<file path="src/rtl/spp_cfg.svh">
// register offsets, field positions, reset values and timing for the serial port
`ifndef SPP_CFG_SVH
`define SPP_CFG_SVH
// ----------------------------------------
// register byte addresses
// ----------------------------------------
`define SPP_OFS_CTRL      8'h30
`define SPP_OFS_DATA      8'h38
`define SPP_OFS_MODE      8'h34
// ----------------------------------------
// control register fields
// ----------------------------------------
`define SPP_B_DONE        0
`define SPP_B_WRITE_COLLISION_FLAG        1
`define SPP_B_CHIP_SELECT_ENABLE        2
`define SPP_B_ORDER       3
`define SPP_B_EN          4
`define SPP_B_RLO         5
`define SPP_B_RHI         6
`define SPP_B_CKS         7
`define SPP_CTRL_RST      8'h60
// ----------------------------------------
// mode-control register fields
// ----------------------------------------
`define SPP_B_CLOCK_POLARITY        4
`define SPP_B_WGATE       5
`define SPP_B_SGATE       6
`define SPP_MODE_RST      8'h00
`define SPP_MODE_WMASK    8'h7F
// ----------------------------------------
// timing
// ----------------------------------------
`define SPP_BITS          8
`endif

</file>
<file path="src/rtl/spp_pkg.sv">
// types shared by the serial peripheral port
package spp_pkg;
	// transfer sequencer states
	typedef enum logic [1:0] {
		SPP_IDLE,
		SPP_RUN,
		SPP_DONE
	} spp_state_t;
endpackage

</file>
<file path="src/rtl/spp_top.sv">
// byte-wide serial peripheral port, master or slave, with apb registers
//
// Register access over APB was decided locally.
`timescale 1ns/1ps
`default_nettype none
`include "spp_cfg.svh"

// Contract
// - mode codes 00, 01, 10 select master
// - code 11 is slave; clock source ignored
// - master: data write loads buffer, starts transfer
// - slave: loaded buffer shifts on external clock
// - data write during transfer ignored, collision set
// - collision flag works only when gate set
// - hardware sets collision flag, software clears
// - transfers continue while processor halted
// - mode bit 4 selects clock polarity
// - polarity one follows inverted clock
// - bit order chooses msb or lsb first
// - with chip select on, slave shifts only while it is low
// - chip select disabled leaves pin floating
// - mode bit 6 gates chip select enable
// - idle pin levels per enable and role
// - port disabled floats pins, clears flags
// - done sets flag and interrupt, software clears
// - mode bits 0-3 stored and exported
// - mode bit 7 reads zero
// - clock select: half or full system clock
// - master rate base/2, base/4, base/16
// - order one msb first, zero lsb first
module spp_top
	import spp_pkg::*;
#(
	parameter int DATA_W = `SPP_BITS     // bits per transfer
) (
	input  wire logic        pclk,
	input  wire logic        presetn,
	input  wire logic        psel,
	input  wire logic        penable,
	input  wire logic        pwrite,
	input  wire logic [7:0]  paddr,
	input  wire logic [31:0] pwdata,
	output logic      [31:0] prdata,
	output logic             pready,
	output logic             pslverr,
	input  wire logic        sck_i,
	output logic             sck_o,
	output logic             sck_oe,
	input  wire logic        chip_select_pin_i,
	output logic             chip_select_pin_o,
	output logic             chip_select_pin_oe,
	input  wire logic        serial_in_pin,
	output logic             serial_out_pin_o,
	output logic             serial_out_pin_oe,
	output logic             serial_done_interrupt,
	output logic             left_dac_disable,
	output logic             right_dac_disable,
	output logic             adc_power_down,
	output logic             play_rate_select
);
	import spp_pkg::*;

	initial begin
		if (DATA_W != 8)
			$error("spp_top: only 8-bit transfers supported");
	end

	// ----------------------------------------
	// register storage
	// ----------------------------------------
	logic [7:0]  ctrl_r;          // serial_bus_control
	logic [7:0]  mode_r;          // serial_mode_control
	logic [7:0]  data_r;          // serial_bus_data, readable copy
	logic [7:0]  shift_buffer;    // transmit/receive shift register
	spp_state_t  state_r;         // sequencer state
	logic [3:0]  bit_cnt_r;       // bits completed
	logic [4:0]  div_r;           // bit-rate divider
	logic        phase_r;         // second half of a bit period
	logic        sck_int_r;       // master clock, true phase
	logic        sin_r;           // sampled input bit
	logic        sck_q_r;         // previous slave clock level

	// ----------------------------------------
	// decoded controls
	// ----------------------------------------
	logic        en;              // port enabled
	logic        slave;           // role code 11
	logic        cs_on;           // chip select effective
	logic        clock_polarity;            // clock polarity
	logic        write_collision_flag_on;         // collision feature
	logic        msb_first;       // bit order
	logic [1:0]  rate;            // role/rate code
	logic        busy;            // transfer running
	logic        wr_en;           // apb write completes
	logic        data_wr;         // write to data register
	logic        ctrl_wr;         // write to control register
	logic        tick;            // one half-bit step
	logic        base_en;         // base clock enable
	logic [4:0]  half_len;        // base cycles per half bit, less one

	assign en        = ctrl_r[`SPP_B_EN];
	assign rate      = {ctrl_r[`SPP_B_RHI], ctrl_r[`SPP_B_RLO]};
	assign slave     = (rate == 2'b11);
	assign cs_on     = ctrl_r[`SPP_B_CHIP_SELECT_ENABLE] & mode_r[`SPP_B_SGATE];
	assign clock_polarity      = mode_r[`SPP_B_CLOCK_POLARITY];
	assign write_collision_flag_on   = mode_r[`SPP_B_WGATE];
	assign msb_first = ctrl_r[`SPP_B_ORDER];
	assign busy      = (state_r == SPP_RUN);
	assign wr_en     = psel & penable & pwrite;
	assign data_wr   = wr_en & (paddr == `SPP_OFS_DATA);
	assign ctrl_wr   = wr_en & (paddr == `SPP_OFS_CTRL);

	// apb answers in the access cycle, no wait states
	assign pready  = 1'b1;
	assign pslverr = psel & penable & ~addr_ok(paddr);

	// one place decodes the legal offsets
	function automatic logic addr_ok(input logic [7:0] a);
		addr_ok = (a == `SPP_OFS_CTRL) || (a == `SPP_OFS_DATA) ||
		          (a == `SPP_OFS_MODE);
	endfunction

	// half-bit period in base cycles, less one, for the master rates
	always_comb begin
		unique case (rate)
			2'b00:   half_len = 5'd0;   // base/2, see note
			2'b01:   half_len = 5'd1;   // base/4
			default: half_len = 5'd7;   // base/16
		endcase
	end

	// ----------------------------------------
	// base clock divider
	// ----------------------------------------
	// system/2 when clock select is 0, full clock otherwise
	logic half_r;                     // toggle for system/2
	always_ff @(posedge pclk or negedge presetn) begin
		if (!presetn)
			half_r <= 1'b0;
		else
			half_r <= ~half_r;
	end
	assign base_en = ctrl_r[`SPP_B_CKS] | half_r;

	// half-bit tick; base rate toggles once per base enable,
	// so full base rate yields a bit every two base enables
	always_ff @(posedge pclk or negedge presetn) begin
		if (!presetn)
			div_r <= 5'd0;
		else if (!busy || !base_en)
			div_r <= busy ? div_r : 5'd0;
		else if (div_r >= half_len)
			div_r <= 5'd0;
		else
			div_r <= div_r + 5'd1;
	end
	assign tick = busy & ~slave & base_en & (div_r >= half_len);

	// ----------------------------------------
	// slave clock edges
	// ----------------------------------------
	logic s_lead;                     // leading edge of a bit
	logic s_trail;                    // trailing edge of a bit
	logic s_clk;                      // slave clock, polarity applied
	assign s_clk = sck_i ^ clock_polarity;
	always_ff @(posedge pclk or negedge presetn) begin
		if (!presetn)
			sck_q_r <= 1'b0;
		else
			sck_q_r <= s_clk;
	end
	// slave only shifts while selected when chip select is on
	logic sel_ok;
	assign sel_ok  = ~cs_on | ~chip_select_pin_i;
	assign s_lead  = busy & slave & sel_ok & s_clk & ~sck_q_r;
	assign s_trail = busy & slave & sel_ok & ~s_clk & sck_q_r;

	// unified shift strobes for both roles
	logic samp;                       // take the input bit
	logic shft;                       // advance to next bit
	assign samp = slave ? s_lead  : (tick & ~phase_r);
	assign shft = slave ? s_trail : (tick & phase_r);

	// ----------------------------------------
	// control register and flags
	// ----------------------------------------
	// flags set by hardware win over a software clear
	always_ff @(posedge pclk or negedge presetn) begin
		if (!presetn) begin
			ctrl_r <= `SPP_CTRL_RST;
		end else begin
			if (ctrl_wr) begin
				ctrl_r[7:2] <= pwdata[7:2];
				// software may only clear the flags
				if (!pwdata[`SPP_B_WRITE_COLLISION_FLAG])
					ctrl_r[`SPP_B_WRITE_COLLISION_FLAG] <= 1'b0;
				if (!pwdata[`SPP_B_DONE])
					ctrl_r[`SPP_B_DONE] <= 1'b0;
			end
			if (data_wr && busy && write_collision_flag_on && en)
				ctrl_r[`SPP_B_WRITE_COLLISION_FLAG] <= 1'b1;
			if (state_r == SPP_DONE)
				ctrl_r[`SPP_B_DONE] <= 1'b1;
			if (busy)
				ctrl_r[`SPP_B_DONE] <= 1'b0;
			if (!en && !(ctrl_wr && pwdata[`SPP_B_EN])) begin
				ctrl_r[`SPP_B_WRITE_COLLISION_FLAG] <= 1'b0;
				ctrl_r[`SPP_B_DONE] <= 1'b0;
			end
		end
	end

	// ----------------------------------------
	// mode-control register
	// ----------------------------------------
	always_ff @(posedge pclk or negedge presetn) begin
		if (!presetn)
			mode_r <= `SPP_MODE_RST;
		else if (wr_en && paddr == `SPP_OFS_MODE)
			mode_r <= pwdata[7:0] & `SPP_MODE_WMASK;
	end
	assign left_dac_disable  = mode_r[0];
	assign right_dac_disable = mode_r[1];
	assign adc_power_down    = mode_r[2];
	assign play_rate_select  = mode_r[3];

	// ----------------------------------------
	// transfer sequencer
	// ----------------------------------------
	// runs on pclk only; halting the processor does not stop it
	always_ff @(posedge pclk or negedge presetn) begin
		if (!presetn) begin
			state_r <= SPP_IDLE;
		end else if (!en) begin
			state_r <= SPP_IDLE;
		end else begin
			unique case (state_r)
				SPP_IDLE:
					if (data_wr)
						state_r <= SPP_RUN;
				SPP_RUN:
					if (shft && bit_cnt_r == 4'd7)
						state_r <= SPP_DONE;
				SPP_DONE:
					state_r <= SPP_IDLE;
			endcase
		end
	end

	// half-bit phase of the master clock
	always_ff @(posedge pclk or negedge presetn) begin
		if (!presetn)
			phase_r <= 1'b0;
		else if (!busy)
			phase_r <= 1'b0;
		else if (tick)
			phase_r <= ~phase_r;
	end

	// master clock level, true phase: active level in second half
	always_ff @(posedge pclk or negedge presetn) begin
		if (!presetn)
			sck_int_r <= 1'b0;
		else if (!busy)
			sck_int_r <= 1'b0;
		else if (tick)
			sck_int_r <= ~phase_r;
	end

	// next clock level feeds the pin, so the pin edge and the
	// internal sample strobe land together instead of a cycle apart
	logic sck_int_nxt;                // master clock, next level
	assign sck_int_nxt = !busy ? 1'b0 : (tick ? ~phase_r : sck_int_r);

	// bit counter
	always_ff @(posedge pclk or negedge presetn) begin
		if (!presetn)
			bit_cnt_r <= 4'd0;
		else if (!busy)
			bit_cnt_r <= 4'd0;
		else if (shft)
			bit_cnt_r <= bit_cnt_r + 4'd1;
	end

	// input sample
	always_ff @(posedge pclk or negedge presetn) begin
		if (!presetn)
			sin_r <= 1'b0;
		else if (samp)
			sin_r <= serial_in_pin;
	end

	// ----------------------------------------
	// shift buffer and readable data
	// ----------------------------------------
	always_ff @(posedge pclk or negedge presetn) begin
		if (!presetn) begin
			shift_buffer <= 8'h00;
		end else if (data_wr && !busy && en) begin
			shift_buffer <= pwdata[7:0];
		end else if (shft) begin
			if (msb_first)
				shift_buffer <= {shift_buffer[6:0], sin_r};
			else
				shift_buffer <= {sin_r, shift_buffer[7:1]};
		end
	end

	always_ff @(posedge pclk or negedge presetn) begin
		if (!presetn)
			data_r <= 8'h00;
		else if (state_r == SPP_DONE)
			data_r <= shift_buffer;
	end

	// ----------------------------------------
	// pins
	// ----------------------------------------
	logic out_bit;
	assign out_bit = msb_first ? shift_buffer[7] : shift_buffer[0];
	always_ff @(posedge pclk or negedge presetn) begin
		if (!presetn) begin
			serial_out_pin_o   <= 1'b1;
			serial_out_pin_oe  <= 1'b0;
			sck_o              <= 1'b0;
			sck_oe             <= 1'b0;
			chip_select_pin_o  <= 1'b1;
			chip_select_pin_oe <= 1'b0;
		end else begin
			serial_out_pin_oe  <= en;
			serial_out_pin_o   <= busy ? out_bit : 1'b1;
			sck_oe             <= en & ~slave;
			sck_o              <= sck_int_nxt ^ clock_polarity;
			chip_select_pin_oe <= en & cs_on & ~slave;
			// select falls on the start write, at least a cycle ahead of the clock
			chip_select_pin_o  <= ~(busy | (data_wr & en));
		end
	end

	assign serial_done_interrupt = ctrl_r[`SPP_B_DONE];

	// ----------------------------------------
	// apb read data
	// ----------------------------------------
	always_comb begin
		prdata = 32'h0000_0000;
		unique case (paddr)
			`SPP_OFS_CTRL: prdata[7:0] = ctrl_r;
			`SPP_OFS_DATA: prdata[7:0] = data_r;
			`SPP_OFS_MODE: prdata[7:0] = mode_r;
			default:       prdata = 32'h0000_0000;
		endcase
	end

	// ----------------------------------------
	// assertions
	// ----------------------------------------
	property p_write_collision_flag_set;
		@(posedge pclk) disable iff (!presetn)
		(data_wr && busy && write_collision_flag_on && en) |=> ctrl_r[`SPP_B_WRITE_COLLISION_FLAG];
	endproperty
	a_write_collision_flag_set: assert property (p_write_collision_flag_set) else $error("collision lost");

	property p_write_collision_flag_gate;
		@(posedge pclk) disable iff (!presetn)
		(!write_collision_flag_on && !ctrl_r[`SPP_B_WRITE_COLLISION_FLAG]) |=> !ctrl_r[`SPP_B_WRITE_COLLISION_FLAG];
	endproperty
	a_write_collision_flag_gate: assert property (p_write_collision_flag_gate) else $error("collision ungated");

	property p_write_collision_flag_hold;
		@(posedge pclk) disable iff (!presetn)
		(ctrl_r[`SPP_B_WRITE_COLLISION_FLAG] && !ctrl_wr && en) |=> ctrl_r[`SPP_B_WRITE_COLLISION_FLAG];
	endproperty
	a_write_collision_flag_hold: assert property (p_write_collision_flag_hold) else $error("collision self-cleared");

	property p_done_set;
		@(posedge pclk) disable iff (!presetn)
		(state_r == SPP_DONE) |=> serial_done_interrupt;
	endproperty
	a_done_set: assert property (p_done_set) else $error("done not raised");

	property p_done_low_busy;
		@(posedge pclk) disable iff (!presetn)
		$rose(busy) |=> !ctrl_r[`SPP_B_DONE];
	endproperty
	a_done_low_busy: assert property (p_done_low_busy) else $error("done during run");

	property p_disabled_float;
		@(posedge pclk) disable iff (!presetn)
		(!en && $past(!en)) |-> !(sck_oe | serial_out_pin_oe | chip_select_pin_oe);
	endproperty
	a_disabled_float: assert property (p_disabled_float) else $error("pin driven");

	property p_mode7;
		@(posedge pclk) disable iff (!presetn)
		1'b1 |-> !mode_r[7];
	endproperty
	a_mode7: assert property (p_mode7) else $error("mode bit7 set");

	property p_cs_gate;
		@(posedge pclk) disable iff (!presetn)
		!mode_r[`SPP_B_SGATE] |=> !chip_select_pin_oe;
	endproperty
	a_cs_gate: assert property (p_cs_gate) else $error("select ungated");

	property p_slave_no_clk;
		@(posedge pclk) disable iff (!presetn)
		slave |=> !sck_oe;
	endproperty
	a_slave_no_clk: assert property (p_slave_no_clk) else $error("slave drives clock");

	property p_idle_out_high;
		@(posedge pclk) disable iff (!presetn)
		(en && !busy) |=> serial_out_pin_o;
	endproperty
	a_idle_out_high: assert property (p_idle_out_high) else $error("idle out low");

endmodule // spp_top
`default_nettype wire

</file>
<file path="config.mk">
export PLATFORM = sky130hd
export DESIGN_NAME = spp_top
export DESIGN_NICKNAME = d
export VERILOG_FILES = /design/src/rtl/spp_pkg.sv /design/src/rtl/spp_top.sv
export VERILOG_INCLUDE_DIRS = /design/src /design/src/rtl
export SDC_FILE = /design/constraint.sdc
export NUM_CORES = 1
export LEC_CHECK = 0
export BUFFER_PORTS_ARGS = -buffer_cell sky130_fd_sc_hd__clkbuf_2
export CORE_MARGIN = 4
export CORE_UTILIZATION = 55
export DETAILED_ROUTE_END_ITERATION = 10
export HOLD_SLACK_MARGIN = 0.08
export MAX_ROUTING_LAYER = met4
export PLACE_DENSITY = 0.85
export SETUP_SLACK_MARGIN = 0.02
export SLEW_MARGIN = 15
export SYNTH_ARGS = -nofsm -noshare
export SYNTH_HDL_FRONTEND = slang
export SYNTH_SLANG_ARGS = --single-unit
</file>
<file path="constraint.sdc">
create_clock -name pclk -period 3.6 [get_ports pclk]
set_clock_uncertainty 0.15 [all_clocks]
set_input_delay 0.72 -clock pclk [delete_from_list [all_inputs] [get_ports pclk]]
set_output_delay 0.72 -clock pclk [all_outputs]
set_load 0.01 [all_outputs]
</file>
==> out/metrics.yaml <==
status:
  status: "complete, no violations"
pwr:
  powerDensity_nw_per_um2: 318
  p_comb_frac: 0.073
  power_frac_seq: 0.599
  peakVddDrop_v: 0.000246
  p_switching_mw: 0.252
  p_clk_frac: 0.328
  p_sw_frac: 0.250
  p_leak_nw: 1.58
  power.internal_mw: 0.758
place:
  dpl.hpwl_um: 4520
  port-buffer-count: 43
  routabilityCongestion: 0.856
sta:
  fin_crit_sh: 0.767
  final.setup.tns_ns: 0
  hold_viol: 0
  finalSetupViolCount: 0
  relSlewSlack: 0.477
  tightest_slew_ns: 0.784
  finalCriticalPeriod_ns: 2.76
  slew_violations: 0
  fmax_ghz: 0.362
  rsz0062_at_grt: "no"
floorplan:
  die-height_um: 80.7
  io_pins: 93
  fp.coreArea_um2: 5110
  initial_core_util: 0.569
  dieArea_um2: 6510
  die_x_um: 80.7
  num_rows: 26
layout:
  antenna_cells: 0
  syn_to_final_growth_pct: 9.30
  nNetsFinal: 365
  layout-drive-gt1-share: 0.268
  utilization: 0.622
  fill_cells: 425
global_route:
  grt.overflow.total: 0
  track_usage: 0.204
  grt_max_degree: 32
  grt_pass1_vias: 2043
  antenna_found_initial: 0
  grt_pass1_wl_um: 9830
cts:
  clk_path_buf_depth: 2
  numCtsBuffers: 5
  clkTransAtPathRegs_ns: 0.09
  clock_sinks: 53
  cts_tree: "yes"
  htreeDepth: 2
  clk-insertion-delay-late_ns: 0.31
  postCtsSetupBuffers: 0
  post_cts_resized: 0
  cts-root-buf: "clkbuf_8"
  hold_buffers: 0
setup_path:
  cp.required_ns: 2.73
  critPathCaptureType: "output pin"
  r2r-start: "state_r[1]"
  cp-startpoint: "paddr[6]"
  crit_fanout: 8
  crit_type: "in -> out"
  cp_data_arrival_time_ns: 1.89
  start_kind: "input pin"
synthesis:
  synth_edf_count: 0
  ys_dominant_reg_cell: "dfrtp_1"
  seq_area_frac_synth: 0.458
  ys_types: 45
  synthArstFlopShare: 1.00
  ys_warn_count: 0
  syn_inst: 267
  avgSynthCellArea_um2: 10.9
  netlist_area_um2: 2910
  yosys_register_bits: 53
hold_path:
  hp-start: "half_r"
  hold_path_class: "reg -> reg"
route:
  wirelength_um: 6300
  postRouteAntennaNets: 0
  vias: 2139
  via_per_inst: 5.63
  drc: 0
  routedWlPerCell_um: 16.6
  dr.max_layer_used: "met4"
  wl_met3_um: 501
  drt_iter0_markers: 192
  m1WireLength_um: 2680
  wl_met2_um: 3030
  first_pass_iters: 4
run:
  drv_cap: 0
[per-stage QoR]
step                instance area (um^2)  total power, mW  instances  setup WS, ns  hold slack [ns]
floorplan                           2990            0.672        290          1.18            0.223
global placement                    3090            0.688        372         0.853            0.279
detailed placement                  3090            0.690        372         0.844            0.305
CTS                                 3180             1.01        380         0.838            0.319
global route                        3180             1.05        380         0.738            0.329
finish                              3180             1.01        380         0.837            0.309
[sequential cells by signal, summed over array words and instances, names as in the netlist, 2 cells and up]
name          count
div_r             5
shift_buffer      8
bit_cnt_r         4
data_r            8
mode_r            7
state_r           2
ctrl_r            8
[Yosys cell counts, drive strengths merged (2+ instances only)]
| cell type | number | area, um^2 |
|---|---|---|
| a21oi | 12 | 60.1 |
| a221o | 7 | 70.1 |
| a22o | 2 | 17.5 |
| a31oi | 2 | 12.5 |
| and2 | 3 | 18.8 |
| and3 | 3 | 18.8 |
| and4b | 2 | 20.0 |
| buf | 31 | 216 |
| clkbuf | 3 | 11.3 |
| conb | 2 | 7.51 |
| dfrtp | 49 | 1230 |
| dfstp | 4 | 105 |
| ha | 8 | 100 |
| inv | 9 | 33.8 |
| mux2 | 22 | 248 |
| mux2i | 19 | 190 |
| nand2 | 15 | 56.3 |
| nand3 | 5 | 25.0 |
| nand4 | 5 | 46.3 |
| nor2 | 24 | 105 |
| nor2b | 6 | 37.5 |
| nor3 | 4 | 20.0 |
| nor3b | 3 | 33.8 |
| o21a | 6 | 45.0 |
| o21ai | 8 | 43.8 |
| xnor2 | 2 | 17.5 |
[final timing paths]
kind | cells after the start | to | slack (ns)
max | 5 | prdata[7] | 0.84
min | 1 | half_r | 0.31
max reg2reg | 7 | shift_buffer[4] | 1.14
min reg2reg | 1 | half_r | 0.31
max in group asynchronous | 2 | ctrl_r[5] | 2.12
min in group asynchronous | 1 | data_r[0] | 0.32
[final cells by class]
type                    count  area (um^2)  area share
inverters                   9         33.8      0.0106
clock buffers               5         68.8      0.0217
flip-flops and latches     53         1330       0.419
clock inverters             3         17.5     0.00552
repair buffers             46          238      0.0749
well taps                  70         87.6      0.0276
multi-input cells         194         1400       0.441
[worst max-delay path, cell delays in order]
cell and delay [ns]:
clkbuf_2 0.08, and4bb_4 0.37, nand2_1 0.25, nor3_1 0.29, clkbuf_2 0.18
[placed cells by master, fill, tap and decap left out, drive strengths merged, types with 2 or more instances in the layout]
cell,instances
buf,3
and3,3
o21ai,8
mux2i,19
and4b,2
dfstp,4
nor2b,6
and2,3
nor3b,3
nand4,5
a21oi,12
nand3,5
a221o,7
a22o,2
nand2,15
mux2,22
xnor2,2
dfrtp,49
a31oi,2
inv,9
o21a,6
nor2,24
clkinv,2
conb,25
nor3,4
ha,8
clkbuf,48
[power groups by stage]
stage          Combinational, mW  Sequential (mW)  Clock, mW
6_report                  0.0740            0.605      0.331
5_1_grt                   0.0828            0.606      0.357
4_1_cts                   0.0738            0.605      0.336
3_5_place_dp              0.0735            0.617          0
3_3_place_gp              0.0717            0.617          0
2_1_floorplan             0.0571            0.615          0
[cells by family (layout without fill, tap and decap cells)]
group,count (synthesis),in the layout,synth area share
other cells,2,25,0.00258
simple gates,74,74,0.144
mux,41,41,0.151
buf+inv,43,63,0.0900
fa+ha+maj,8,8,0.0345
flops,53,53,0.458
compound gates,43,43,0.111
xor+xnor,3,3,0.00905
[routing by layer]
metal | up-vias | GRT usage
li1 | 976 | -
met1 | 1044 | 0.265
met2 | 106 | 0.332
met3 | 13 | 0.0370
met4 | 0 | 0.0524
met5 | - | -
(Power assumes the default switching activity.)
